===== config.mk =====
export PLATFORM = sky130hd
export DESIGN_NAME = ccr_top
export DESIGN_NICKNAME = d
export VERILOG_FILES = /design/src/shared/ccr_pkg.sv /design/src/core/ccr_sync.sv /design/src/core/ccr_comp_path.sv /design/src/core/ccr_top.sv
export SDC_FILE = /design/constraint.sdc
export NUM_CORES = 1
export LEC_CHECK = 0
export BUFFER_PORTS_ARGS = -buffer_cell sky130_fd_sc_hd__buf_2
export CAP_MARGIN = 20
export CORE_ASPECT_RATIO = 1.5
export CORE_MARGIN = 2
export CORE_UTILIZATION = 45
export DETAILED_ROUTE_END_ITERATION = 10
export PLACE_DENSITY = 0.85
export SLEW_MARGIN = 5
export SYNTH_ARGS = -nofsm -noshare
export SYNTH_HDL_FRONTEND = slang
export SYNTH_SLANG_ARGS = --single-unit

===== constraint.sdc =====
create_clock -name CORE_CLK_I -period 2.1 [get_ports CORE_CLK_I]
set_input_delay 0.105 -clock CORE_CLK_I [delete_from_list [all_inputs] [get_ports CORE_CLK_I]]
set_output_delay 0.105 -clock CORE_CLK_I [all_outputs]
set_load 0.02 [all_outputs]

===== src/shared/ccr_pkg.sv =====
// Package for the comparator C/D configuration register bank.
// Assumes a 32-bit AXI4-Lite register bus and one system clock.
package ccr_pkg;

  // Register indices as printed; byte address is four times the index.
  localparam logic [15:0] CCR_IDX_CONFIG    = 16'hA039;
  localparam logic [15:0] CCR_IDX_THRESHOLD = 16'hA03A;
  localparam logic [15:0] CCR_IDX_IRQ_STAT  = 16'hA03D;
  localparam logic [15:0] CCR_IDX_IRQ_MASK  = 16'hA03E;
  localparam logic [17:0] CCR_ADDR_CONFIG    = {CCR_IDX_CONFIG, 2'b00};
  localparam logic [17:0] CCR_ADDR_THRESHOLD = {CCR_IDX_THRESHOLD, 2'b00};
  localparam logic [17:0] CCR_ADDR_IRQ_STAT  = {CCR_IDX_IRQ_STAT, 2'b00};
  localparam logic [17:0] CCR_ADDR_IRQ_MASK  = {CCR_IDX_IRQ_MASK, 2'b00};

  // Reset values.
  localparam logic [7:0] CCR_RST_CONFIG    = 8'h00;
  localparam logic [7:0] CCR_RST_THRESHOLD = 8'h00;
  localparam logic [1:0] CCR_RST_IRQ       = 2'h0;
  localparam logic [1:0] CCR_RST_MASK      = 2'h3;

  // Field positions inside the configuration register.
  localparam int CCR_C_ENABLE     = 7;
  localparam int CCR_C_THR_SEL    = 6;
  localparam int CCR_C_IRQ_ENABLE = 5;
  localparam int CCR_C_INVERT     = 4;
  localparam int CCR_D_ENABLE     = 3;
  localparam int CCR_D_THR_SEL    = 2;
  localparam int CCR_D_IRQ_ENABLE = 1;
  localparam int CCR_D_INVERT     = 0;

  // Status/mask bit positions.
  localparam int CCR_IRQ_C = 1;
  localparam int CCR_IRQ_D = 0;

  // Bus responses.
  localparam logic [1:0] CCR_RESP_OKAY   = 2'h0;
  localparam logic [1:0] CCR_RESP_SLVERR = 2'h2;

  // Per-comparator control bundle.
  typedef struct packed {
    logic enable;
    logic threshold_select;
    logic irq_enable;
    logic invert;
  } ccr_comp_ctl_t;

endpackage


===== src/core/ccr_sync.sv =====
// Three-stage synchroniser with agreement filter for asynchronous inputs.
// Assumes the input comes from outside the clock domain.
`timescale 1ns/1ps
`default_nettype none
module ccr_sync #(
  parameter int WIDTH = 2
) (
  // Clock and reset.
  input  wire logic             clk_i,
  input  wire logic             rst_i,
  // Data.
  input  wire logic [WIDTH-1:0] async_i,
  output logic      [WIDTH-1:0] sync_o
);

  logic [WIDTH-1:0] meta_ff;
  logic [WIDTH-1:0] s2_ff;
  logic [WIDTH-1:0] s3_ff;
  logic [WIDTH-1:0] out_ff;
  logic [WIDTH-1:0] nxt_out;

  // Elaboration check: at least one bit must be carried.
  if (WIDTH < 1) begin : g_width_check
    $error("ccr_sync: WIDTH must be at least 1");
  end

  // A bit changes only once stages two and three agree.
  always_comb begin
    nxt_out = out_ff;
    for (int i = 0; i < WIDTH; i++) begin
      if (s2_ff[i] == s3_ff[i]) begin
        nxt_out[i] = s3_ff[i];
      end
    end
  end

  // Register the three stages and the filtered value.
  always_ff @(posedge clk_i) begin
    if (rst_i) begin
      meta_ff <= '0;
      s2_ff   <= '0;
      s3_ff   <= '0;
      out_ff  <= '0;
    end else begin
      meta_ff <= async_i;
      s2_ff   <= meta_ff;
      s3_ff   <= s2_ff;
      out_ff  <= nxt_out;
    end
  end

  assign sync_o = out_ff;

endmodule
`default_nettype wire


===== src/core/ccr_comp_path.sv =====
// Output path of one comparator: gating, polarity, toggle detect, threshold pick.
// Assumes a synchronised raw comparator level on the system clock.
`timescale 1ns/1ps
`default_nettype none
module ccr_comp_path
  import ccr_pkg::*;
(
  // Clock and reset.
  input  wire logic          clk_i,
  input  wire logic          rst_i,
  // Control and levels.
  input  wire ccr_comp_ctl_t ctl_i,
  input  wire logic          raw_i,
  // Results.
  output logic               live_o,
  output logic               toggle_o,
  output logic               use_external_o
);

  logic live_ff;
  logic nxt_live;
  logic prev_ff;
  logic nxt_prev;

  // Polarity inversion applied.
  // Real-time output is forced low from the cycle after the comparator is disabled.
  always_comb begin
    nxt_live = ctl_i.enable & (raw_i ^ ctl_i.invert);
    nxt_prev = live_ff;
  end

  // Register the live output and its previous value.
  always_ff @(posedge clk_i) begin
    if (rst_i) begin
      live_ff <= 1'b0;
      prev_ff <= 1'b0;
    end else begin
      live_ff <= nxt_live;
      prev_ff <= nxt_prev;
    end
  end

  assign live_o   = live_ff;
  assign toggle_o = ctl_i.enable & (live_ff ^ prev_ff);
  assign use_external_o = ctl_i.threshold_select;

endmodule
`default_nettype wire


===== src/core/ccr_top.sv =====
// Register bank for comparators C and D behind an AXI4-Lite slave.
// Assumes raw comparator levels arrive asynchronously and the DAC takes the code directly.
//
// Functional notes
// - Config register, bits 7:4 comparator C, 3:0 comparator D, reset zero.
// - Threshold-select one routes the external threshold to comparator D.
// - Comparator D flag reaches the interrupt only with its enable set.
// - Polarity zero passes the output, polarity one inverts it.
// - Threshold register, eight bits, reset zero, drives the DAC directly.
// - Code zero means 0 V, all ones means 1.5 V full scale.
// - Toggle of an enabled comparator sets a sticky flag until cleared.
//
// Design decision made here: the AXI4-Lite interface to the registers.
`timescale 1ns/1ps
`default_nettype none
module ccr_top
  import ccr_pkg::*;
#(
  parameter int ADDR_W = 18
) (
  // Clock and reset.
  input  wire logic              CORE_CLK_I,
  input  wire logic              SYS_RST_I,
  // AXI4-Lite write address.
  input  wire logic [ADDR_W-1:0] S_AXI_AWADDR_I,
  input  wire logic              S_AXI_AWVALID_I,
  output logic                   S_AXI_AWREADY_O,
  // AXI4-Lite write data.
  input  wire logic [31:0]       S_AXI_WDATA_I,
  input  wire logic [3:0]        S_AXI_WSTRB_I,
  input  wire logic              S_AXI_WVALID_I,
  output logic                   S_AXI_WREADY_O,
  // AXI4-Lite write response.
  output logic [1:0]             S_AXI_BRESP_O,
  output logic                   S_AXI_BVALID_O,
  input  wire logic              S_AXI_BREADY_I,
  // AXI4-Lite read address.
  input  wire logic [ADDR_W-1:0] S_AXI_ARADDR_I,
  input  wire logic              S_AXI_ARVALID_I,
  output logic                   S_AXI_ARREADY_O,
  // AXI4-Lite read data.
  output logic [31:0]            S_AXI_RDATA_O,
  output logic [1:0]             S_AXI_RRESP_O,
  output logic                   S_AXI_RVALID_O,
  input  wire logic              S_AXI_RREADY_I,
  // Analog side.
  input  wire logic              COMP_C_RAW_I,
  input  wire logic              COMP_D_RAW_I,
  output logic [7:0]             INTERNAL_THRESHOLD_ZERO_O,
  output logic                   COMP_C_USE_EXTERNAL_O,
  output logic                   COMP_D_USE_EXTERNAL_O,
  output logic                   COMP_C_ENABLE_O,
  output logic                   COMP_D_ENABLE_O,
  output logic                   COMP_C_LIVE_O,
  output logic                   COMP_D_LIVE_O,
  // Interrupt.
  output logic                   IRQ_O
);

  typedef enum logic [2:0] {
    CCR_W_IDLE = 3'b001,
    CCR_W_WAIT = 3'b010,
    CCR_W_RESP = 3'b100
  } ccr_wstate_t;

  // Write channel state.
  ccr_wstate_t       wstate_ff;
  ccr_wstate_t       nxt_wstate;
  logic              aw_have_ff;
  logic              nxt_aw_have;
  logic              w_have_ff;
  logic              nxt_w_have;
  logic [ADDR_W-1:0] awaddr_ff;
  logic [ADDR_W-1:0] nxt_awaddr;
  logic [31:0]       wdata_ff;
  logic [31:0]       nxt_wdata;
  logic [3:0]        wstrb_ff;
  logic [3:0]        nxt_wstrb;
  logic [1:0]        bresp_ff;
  logic [1:0]        nxt_bresp;
  logic              do_write;
  // Read channel state.
  logic              rvalid_ff;
  logic              nxt_rvalid;
  logic [31:0]       rdata_ff;
  logic [31:0]       nxt_rdata;
  logic [1:0]        rresp_ff;
  logic [1:0]        nxt_rresp;
  // Software-visible registers.
  logic [7:0]        config_ff;
  logic [7:0]        nxt_config;
  logic [7:0]        thresh_ff;
  logic [7:0]        nxt_thresh;
  logic [1:0]        stat_ff;
  logic [1:0]        nxt_stat;
  logic [1:0]        mask_ff;
  logic [1:0]        nxt_mask;
  // Comparator paths.
  logic [1:0]        raw_sync;
  logic              tog_c;
  logic              tog_d;
  ccr_comp_ctl_t     ctl_c;
  ccr_comp_ctl_t     ctl_d;

  // Elaboration check: the decode needs the full 18-bit register window.
  if (ADDR_W < 18) begin : g_addr_w_check
    $error("ccr_top: ADDR_W must be at least 18");
  end

  // Known register decode shared by read and write paths.
  function automatic logic addr_known(input logic [ADDR_W-1:0] a);
    logic [17:0] w;
    w = a[17:0];
    addr_known = (a == ADDR_W'(w)) &&
                 (w == CCR_ADDR_CONFIG || w == CCR_ADDR_THRESHOLD ||
                  w == CCR_ADDR_IRQ_STAT || w == CCR_ADDR_IRQ_MASK);
  endfunction

  // Control bundles unpacked from the configuration register.
  assign ctl_c = config_ff[CCR_C_ENABLE:CCR_C_INVERT];
  assign ctl_d = config_ff[CCR_D_ENABLE:CCR_D_INVERT];

  // Synchronise the raw comparator levels.
  ccr_sync #(.WIDTH(2)) u_sync (
    .clk_i   (CORE_CLK_I),
    .rst_i   (SYS_RST_I),
    .async_i ({COMP_C_RAW_I, COMP_D_RAW_I}),
    .sync_o  (raw_sync)
  );

  // Comparator C output path.
  ccr_comp_path u_path_c (
    .clk_i           (CORE_CLK_I),
    .rst_i           (SYS_RST_I),
    .ctl_i           (ctl_c),
    .raw_i           (raw_sync[1]),
    .live_o          (COMP_C_LIVE_O),
    .toggle_o        (tog_c),
    .use_external_o  (COMP_C_USE_EXTERNAL_O)
  );

  // Comparator D output path.
  ccr_comp_path u_path_d (
    .clk_i           (CORE_CLK_I),
    .rst_i           (SYS_RST_I),
    .ctl_i           (ctl_d),
    .raw_i           (raw_sync[0]),
    .live_o          (COMP_D_LIVE_O),
    .toggle_o        (tog_d),
    .use_external_o  (COMP_D_USE_EXTERNAL_O)
  );

  // Write channel: accept address and data in either order, then respond.
  // Holding both halves for a cycle before the commit keeps the decode off the bus inputs.
  always_comb begin
    nxt_wstate  = wstate_ff;
    nxt_aw_have = aw_have_ff;
    nxt_w_have  = w_have_ff;
    nxt_awaddr  = awaddr_ff;
    nxt_wdata   = wdata_ff;
    nxt_wstrb   = wstrb_ff;
    nxt_bresp   = bresp_ff;
    do_write    = 1'b0;
    case (wstate_ff)
      CCR_W_IDLE, CCR_W_WAIT: begin
        if (S_AXI_AWVALID_I && !aw_have_ff) begin
          nxt_aw_have = 1'b1;
          nxt_awaddr  = S_AXI_AWADDR_I;
        end
        if (S_AXI_WVALID_I && !w_have_ff) begin
          nxt_w_have = 1'b1;
          nxt_wdata  = S_AXI_WDATA_I;
          nxt_wstrb  = S_AXI_WSTRB_I;
        end
        nxt_wstate = CCR_W_WAIT;
        // Both halves held: commit now and raise the response next cycle.
        if (aw_have_ff && w_have_ff) begin
          do_write    = 1'b1;
          nxt_bresp   = addr_known(awaddr_ff) ? CCR_RESP_OKAY : CCR_RESP_SLVERR;
          nxt_aw_have = 1'b0;
          nxt_w_have  = 1'b0;
          nxt_wstate  = CCR_W_RESP;
        end
      end
      CCR_W_RESP: begin
        if (S_AXI_BREADY_I) begin
          nxt_wstate = CCR_W_IDLE;
        end
      end
      default: begin
        nxt_wstate = CCR_W_IDLE;
      end
    endcase
  end

  // Readies drop while a half is held or the response waits, so nothing is lost.
  assign S_AXI_AWREADY_O = (wstate_ff != CCR_W_RESP) && !aw_have_ff;
  assign S_AXI_WREADY_O  = (wstate_ff != CCR_W_RESP) && !w_have_ff;
  assign S_AXI_BVALID_O  = (wstate_ff == CCR_W_RESP);
  assign S_AXI_BRESP_O   = bresp_ff;

  // Register updates, status set and clear.
  // A write that names no register, or has its low strobe clear, changes nothing.
  always_comb begin
    nxt_config = config_ff;
    nxt_thresh = thresh_ff;
    nxt_mask   = mask_ff;
    nxt_stat   = stat_ff;
    if (do_write && wstrb_ff[0] && addr_known(awaddr_ff)) begin
      case (awaddr_ff[17:0])
        CCR_ADDR_CONFIG:    nxt_config = wdata_ff[7:0];
        CCR_ADDR_THRESHOLD: nxt_thresh = wdata_ff[7:0];
        CCR_ADDR_IRQ_MASK:  nxt_mask   = wdata_ff[1:0];
        CCR_ADDR_IRQ_STAT:  nxt_stat   = stat_ff & ~wdata_ff[1:0];
        default:            nxt_stat   = stat_ff;
      endcase
    end
    // Setting after the clear lets an event in the clearing cycle survive it.
    // Sticky flag set wins.
    nxt_stat[CCR_IRQ_C] = nxt_stat[CCR_IRQ_C] | tog_c;
    nxt_stat[CCR_IRQ_D] = nxt_stat[CCR_IRQ_D] | tog_d;
  end

  // Read channel: one read outstanding, answered one cycle after the handshake.
  // Data are captured at the address handshake and held until taken.
  always_comb begin
    nxt_rvalid = rvalid_ff;
    nxt_rdata  = rdata_ff;
    nxt_rresp  = rresp_ff;
    if (rvalid_ff && S_AXI_RREADY_I) begin
      nxt_rvalid = 1'b0;
    end
    if (S_AXI_ARVALID_I && !rvalid_ff) begin
      nxt_rvalid = 1'b1;
      nxt_rresp  = addr_known(S_AXI_ARADDR_I) ? CCR_RESP_OKAY : CCR_RESP_SLVERR;
      case (S_AXI_ARADDR_I[17:0])
        CCR_ADDR_CONFIG:    nxt_rdata = {24'h000000, config_ff};
        CCR_ADDR_THRESHOLD: nxt_rdata = {24'h000000, thresh_ff};
        CCR_ADDR_IRQ_STAT:  nxt_rdata = {28'h0000000, COMP_C_LIVE_O, COMP_D_LIVE_O, stat_ff};
        CCR_ADDR_IRQ_MASK:  nxt_rdata = {30'h0, mask_ff};
        default:            nxt_rdata = 32'h00000000;
      endcase
      // Any address above the register window reads as zero.
      if (S_AXI_ARADDR_I != ADDR_W'(S_AXI_ARADDR_I[17:0])) begin
        nxt_rdata = 32'h00000000;
      end
    end
  end

  assign S_AXI_ARREADY_O = !rvalid_ff;
  assign S_AXI_RVALID_O  = rvalid_ff;
  assign S_AXI_RDATA_O   = rdata_ff;
  assign S_AXI_RRESP_O   = rresp_ff;

  // Register all state.
  // Every register takes its reset value on a synchronous reset.
  always_ff @(posedge CORE_CLK_I) begin
    if (SYS_RST_I) begin
      wstate_ff  <= CCR_W_IDLE;
      aw_have_ff <= 1'b0;
      w_have_ff  <= 1'b0;
      awaddr_ff  <= '0;
      wdata_ff   <= 32'h00000000;
      wstrb_ff   <= 4'h0;
      bresp_ff   <= CCR_RESP_OKAY;
      rvalid_ff  <= 1'b0;
      rdata_ff   <= 32'h00000000;
      rresp_ff   <= CCR_RESP_OKAY;
      config_ff  <= CCR_RST_CONFIG;
      thresh_ff  <= CCR_RST_THRESHOLD;
      stat_ff    <= CCR_RST_IRQ;
      mask_ff    <= CCR_RST_MASK;
    end else begin
      wstate_ff  <= nxt_wstate;
      aw_have_ff <= nxt_aw_have;
      w_have_ff  <= nxt_w_have;
      awaddr_ff  <= nxt_awaddr;
      wdata_ff   <= nxt_wdata;
      wstrb_ff   <= nxt_wstrb;
      bresp_ff   <= nxt_bresp;
      rvalid_ff  <= nxt_rvalid;
      rdata_ff   <= nxt_rdata;
      rresp_ff   <= nxt_rresp;
      config_ff  <= nxt_config;
      thresh_ff  <= nxt_thresh;
      stat_ff    <= nxt_stat;
      mask_ff    <= nxt_mask;
    end
  end

  // Code 00 is 0 V, FF is 1.5 V.
  assign INTERNAL_THRESHOLD_ZERO_O = thresh_ff;
  // Enables go straight to the analog bias of each comparator.
  assign COMP_C_ENABLE_O = ctl_c.enable;
  assign COMP_D_ENABLE_O = ctl_d.enable;

  // The interrupt needs the flag, the comparator's interrupt-enable bit and the mask bit.
  // Flag gated by irq enable.
  assign IRQ_O = (stat_ff[CCR_IRQ_D] & ctl_d.irq_enable & mask_ff[CCR_IRQ_D]) |
                 (stat_ff[CCR_IRQ_C] & ctl_c.irq_enable & mask_ff[CCR_IRQ_C]);

endmodule
`default_nettype wire


# Yosys cells after proc, flatten, opt, wreduce, memory -nomap -nowiden
# Cells that the tools add are included.
# classes
muxes,16
eq_ne,15
n_reduce_logical,30
n_bitwise,17
# op_table
cell,count
$eq A18 B18 Y1 const B,8
$pmux W8 S4,1
$reduce_and A2 Y1,8
$logic_and A1 B1 Y1,9
$and A1 B1 Y1,8
$mux W1,8
$mux W2,4
$logic_or A1 B1 Y1,6
$mux W3,2
$pmux W3 S2,1
$reduce_bool A2 Y1,3
$xor A1 B1 Y1,4
$eq A3 B1 Y1 const B,1
$eq A3 B2 Y1 const B,1
$eq A3 B3 Y1 const B,1
$logic_not A1 Y1,3
$ne A3 B3 Y1 const B,1
$or A1 B1 Y1,3
$and A2 B2 Y2,1
$eq A1 B1 Y1,2
$ne A2 B1 Y1 const B,1
$not A2 Y2,1
$reduce_or A2 Y1,1
# totals
elab_cells,101
register_bits,101
output_inout_bits,56

# Depth between registers and ports, before layout
# depth
ltp_word,7
ltp_mapped,7
mapped_depth_nobuf,4

# Modules after synthesis
# Synthesis repeated with hierarchy kept, for this count alone.
# unflattened
hier_cells,356
area_unflattened_um2,3283.1
# by_module_without_submodules
mod,n_inst,cells_each,area_each_um2
ccr_top,1,320,2875.3
ccr_sync,1,20,227.7
ccr_comp_path,2,8,90.1

# Least setup slack after synthesis
# Ideal clock, no wire load.
# synth_timing
kind,reg2reg
start,register wstate_ff[2]
end,register wstate_ff[2]
n_path_buf,0
stages_incl_launch_ff,5
slack_ns,0.555
arrival_time_ns,1.476
t_required_ns,2.030
cell_sequence,dfxtp_1 nor3b_1 nand2b_1 a21o_1 a21oi_1
# synth_between
word_cells_on_any_way,6
cone_classes,eq/ne: 4; mux: 1; reduce/logical: 1
# synth_rtl
element,line,rtl
from (decl),ccr_top.sv:67,ccr_wstate_t wstate_ff;
from (signal assigned),ccr_top.sv:274,wstate_ff <= nxt_wstate;
$eq A3 B3 Y1 *,-,
net S_AXI_BVALID_O,ccr_top.sv:35,"output logic S_AXI_BVALID_O,"
$pmux W3 S2 / $ne A2 B1 Y1 (equally long branches),-,
# Mark *: on every way through the listed nets, which the timed path passes. The rest lies on a longest branch.
# A chain may end at the register's enable or synchronous reset.

# Worst setup path after layout
# layout_timing
start,register awaddr_ff[12]
end,register stat_ff[0]
# layout_between
elab_chain_len,7
word_cells_on_any_way,11
cone_classes,eq/ne: 4; mux: 2; bitwise: 1; reduce/logical: 4
# layout_rtl
element,line,rtl
from (decl),ccr_top.sv:73,logic [ADDR_W-1:0] awaddr_ff;
from (signal assigned),ccr_top.sv:277,awaddr_ff <= nxt_awaddr;
$eq A18 B18 Y1,ccr_top.sv:115,(w == CCR_ADDR_CONFIG || w == CCR_ADDR_THRESHOLD ||
$logic_or A1 B1 Y1 (2 in series),ccr_top.sv:115,
$logic_or A1 B1 Y1,ccr_top.sv:116,w == CCR_ADDR_IRQ_STAT || w == CCR_ADDR_IRQ_MASK);
$logic_and A1 B1 Y1,ccr_top.sv:209,if (do_write && wstrb_ff[0] && addr_known(awaddr_ff)) begin
$mux W2 *,ccr_top.sv:209,
$or A1 B1 Y1 *,ccr_top.sv:221,nxt_stat[CCR_IRQ_D] = nxt_stat[CCR_IRQ_D] | tog_d;
to (signal assigned),ccr_top.sv:286,stat_ff <= nxt_stat;
to (decl),ccr_top.sv:94,logic [1:0] stat_ff;
# Every way passes the cells marked *; elsewhere a longest branch is shown, timed or not.

==> results.cfg <==
[detailed_routing]
wire_per_inst_um = 13.86
wl_mm = 7.856
ant_nets = 0
num_vias = 2899
dr.first_iter.drc_count = 174
drc = 0
viasPerCell = 5.113
first_pass_iters = 4

[cells_and_area]
num-fill-cells = 620
syn2layout_area_growth_pct = 26.19
diodes = 0
layout.cells.most_common = buf_2
drive_above_1_share_pct = 25.48
mostFrequentLayoutCells = 83 x buf_2, 75 x dfxtp_1, 33 x nor2_1
fin_nets = 543

[pwr]
p_total_mw = 3.857
power_switching_mw = 1.201
worst_ir_drop_vdd_mv = 0.6782
switching_share_pct = 31.14
power_frac_seq_pct = 45.0
powerDensity_mw_per_mm2 = 928.5
power_frac_comb_pct = 26.1
internal_power_mw = 2.656
leakagePower_nw = 1.763
clkPwrFrac_pct = 29.0

[timing]
fin_crit_sh_pct = 86.85
setup_viol = 0
hold_viol = 0
finalClockSkew_ns = 0.01015
fin_crit_ns = 1.824
finalMaxSlewViolations = 0
fmax_mhz = 548.3
slew_headroom_pct = 48.67
tns_ns = 0
grt_setup_unrepaired = no
worst_slew_pin_slew_ns = 0.7644
fin_ws_ns = 0.2762

[placed_design]
gp_congestion = 0.8441
hpwlAfterDp_mm = 5.738
place_ws_ns = 0.3497
port_buffers = 83

[synth]
syn-cell-area_mm2 = 0.003292
synth_top_area_share_pct = 45.61
synthCells = 355
yosysWarningCount = 0
yosys-top-cells-area = dfxtp_1 46%, mux2i_1 8.2%, buf_4 6.4%
synth_ff_type = dfxtp_1
ys_types = 41
synth-async-reset-ratio_pct = 0
seq_area_frac_synth_pct = 45.61
synth_top_area_cell = dfxtp_1
synth-edff-count = 0
synth_seq_cells = 75
syn_area_per_cell_um2 = 9.273

[critical_path]
worstPathRequired_ns = 2.31
timing.rr.start = awaddr_ff[12]
reg2reg_depth = 4
cp-start-kind = flop
worstPathArrival_ns = 2.04
r2r_slack_ns = 0.28
timing.rr.end = stat_ff[0]
critical_path.max_fanout = 8
cpPeakStageDelay_ns = 0.51
cp_slowest_cell = o41ai_1
end_kind = flop
crit_type = reg2reg
path_cells = nor4b_2, nand4_2, o41ai_1, a21oi_1

[floorplanning]
dieArea_mm2 = 0.008030
start_util_pct = 45.85
die_h_um = 108.8
core_mm2 = 0.007179
die_x_um = 73.84
fp-row-count = 38
io_pins = 137

[global_route]
busiest_layer = met2
groute.layer.met1.usage_pct = 20.19
grt_pass1_wl_mm = 12.50
grt_max_degree = 46
overflow = 0
grt_pass1_vias = 2747
grt_antenna_before_repair = 0
met2_usage_pct = 37.82
met3_usage_pct = 4.991
grt_usage_pct = 19.99

[outcome]
status = completed

[clock_tree]
cts_tree = yes
cts_buffers = 9
cts_max_level = 3
cts-root-buf = clkbuf_8
clockBufferDepth = 2
clk_pin_slew_worst_paths_ns = 0.08
clk_latency_ns = 0.35
clock_sinks = 75

[worst_hold_path]
min_to = wdata_ff[4]
hold_start = S_AXI_WDATA_I[4]
min_delay_path_depth = 3
hold_class = in2reg

[flow_run]
maxCapViolCount = 0
==> sequential cells by signal, summed over array words and instances, names as in the netlist, 3 cells and up <==
register and cells:
config_ff 8, awaddr_ff 18, S_AXI_RDATA_O 8, INTERNAL_THRESHOLD_ZERO_O 8, wdata_ff 8, wstate_ff 3
==> metrics by stage <==
step / util [%] / cell area (um2) / hold slack (ns) / cells
after floorplan: - / 3386 / 0.2040 / 380
after detailed placement: 51.95 / 3730 / 0.3053 / 529
after CTS: 57.72 / 4144 / 0.0008419 / 566
after global routing: 57.86 / 4154 / 0.01078 / 567
after global placement: 51.95 / 3730 / 0.2985 / 529
final: 57.86 / 4154 / 0.003418 / 567
==> cell families (layout without fill, tap and decap cells) <==
kind of cell	count (synthesis)	count (layout)	synth area share [%]
and+or+nand+nor	126	126	22.16
DFF	75	75	45.61
AOI/OAI and AO/OA	73	73	13.19
buffers and inverters	48	135	9.388
muxes	27	27	8.210
xor gates and xnor gates	5	5	1.330
other	1	26	0.1139
==> area by class of cell <==
cell class                 instances  area (um2)  share of cell area (%)
timing repair buffer             117       725.7                   17.47
multi-input combinational        257        1590                   38.28
clock buffer                      12       155.1                   3.735
inverter                           2       7.507                  0.1807
sequential                        75        1501                   36.14
clock inverter                     4       48.80                   1.175
tap                              100       125.1                   3.012
==> worst max-delay path: cells and delay by family (launching register included) <==
kind	cells	cell delay (ns)
DFF	1	0.32
AOI/OAI and AO/OA	2	0.63
and+or+nand+nor	2	0.73
==> how the worst max path moves through the flow <==
stage                        from                      endpoint  slack (ns)  depth (start not counted)
floorplan            wstate_ff[2]                  wstate_ff[2]        0.55                          4
global placement     wstate_ff[1]  INTERNAL_THRESHOLD_ZERO_O[6]        0.41                          4
detailed placement   wstate_ff[0]                  config_ff[4]        0.35                          4
CTS                 awaddr_ff[12]                    stat_ff[0]        0.30                          4
global route        awaddr_ff[12]                    stat_ff[0]        0.18                          4
finish              awaddr_ff[12]                    stat_ff[0]        0.28                          4
==> cells in the mapped netlist, types with 2 or more instances <==
cell and n:
nor4b_2 2, nand3_1 31, nor3b_1 3, xor2_1 4, nand2_1 11, nor4_1 3, a221oi_1 2, a211oi_1 2
nor4_4 2, mux2i_1 27, a22oi_1 4, nor2_1 33, inv_1 2, nor2b_1 12, dfxtp_1 75, a21oi_1 30
nand2b_1 3, nor3_1 5, and4b_1 3, a22o_1 8, nand4_1 3, buf_2 4, clkbuf_1 11, and4_1 2
and3_1 3, nor4b_1 4, o21ai_0 5, buf_4 28, or4_1 3, o41ai_1 2, o21ai_1 18
==> per-layer routing <==
layer | part of all wire [%] | wire, um
met1 | 39 | 3052
met2 | 53 | 4187
met3 | 5.5 | 429
met4 | 2.4 | 187
met5 | 0 | 0
==> power groups by stage <==
stage,Combinational (mW),Clock (mW),Sequential (mW)
floorplan,0.787,0,1.74
global placement,0.935,0,1.75
detailed placement,0.967,0,1.76
finish,1.01,1.12,1.73
CTS,1.00,1.14,1.73
global route,1.10,1.19,1.76
==> timing repair <==
action / 4_1_cts / 5_1_grt
hold buffers: 21 / 1
hold endpoints to repair: 21 / 1
setup buffers: 0 / 0
gates resized for setup: 0 / 0
(Power assumes the default switching activity.)
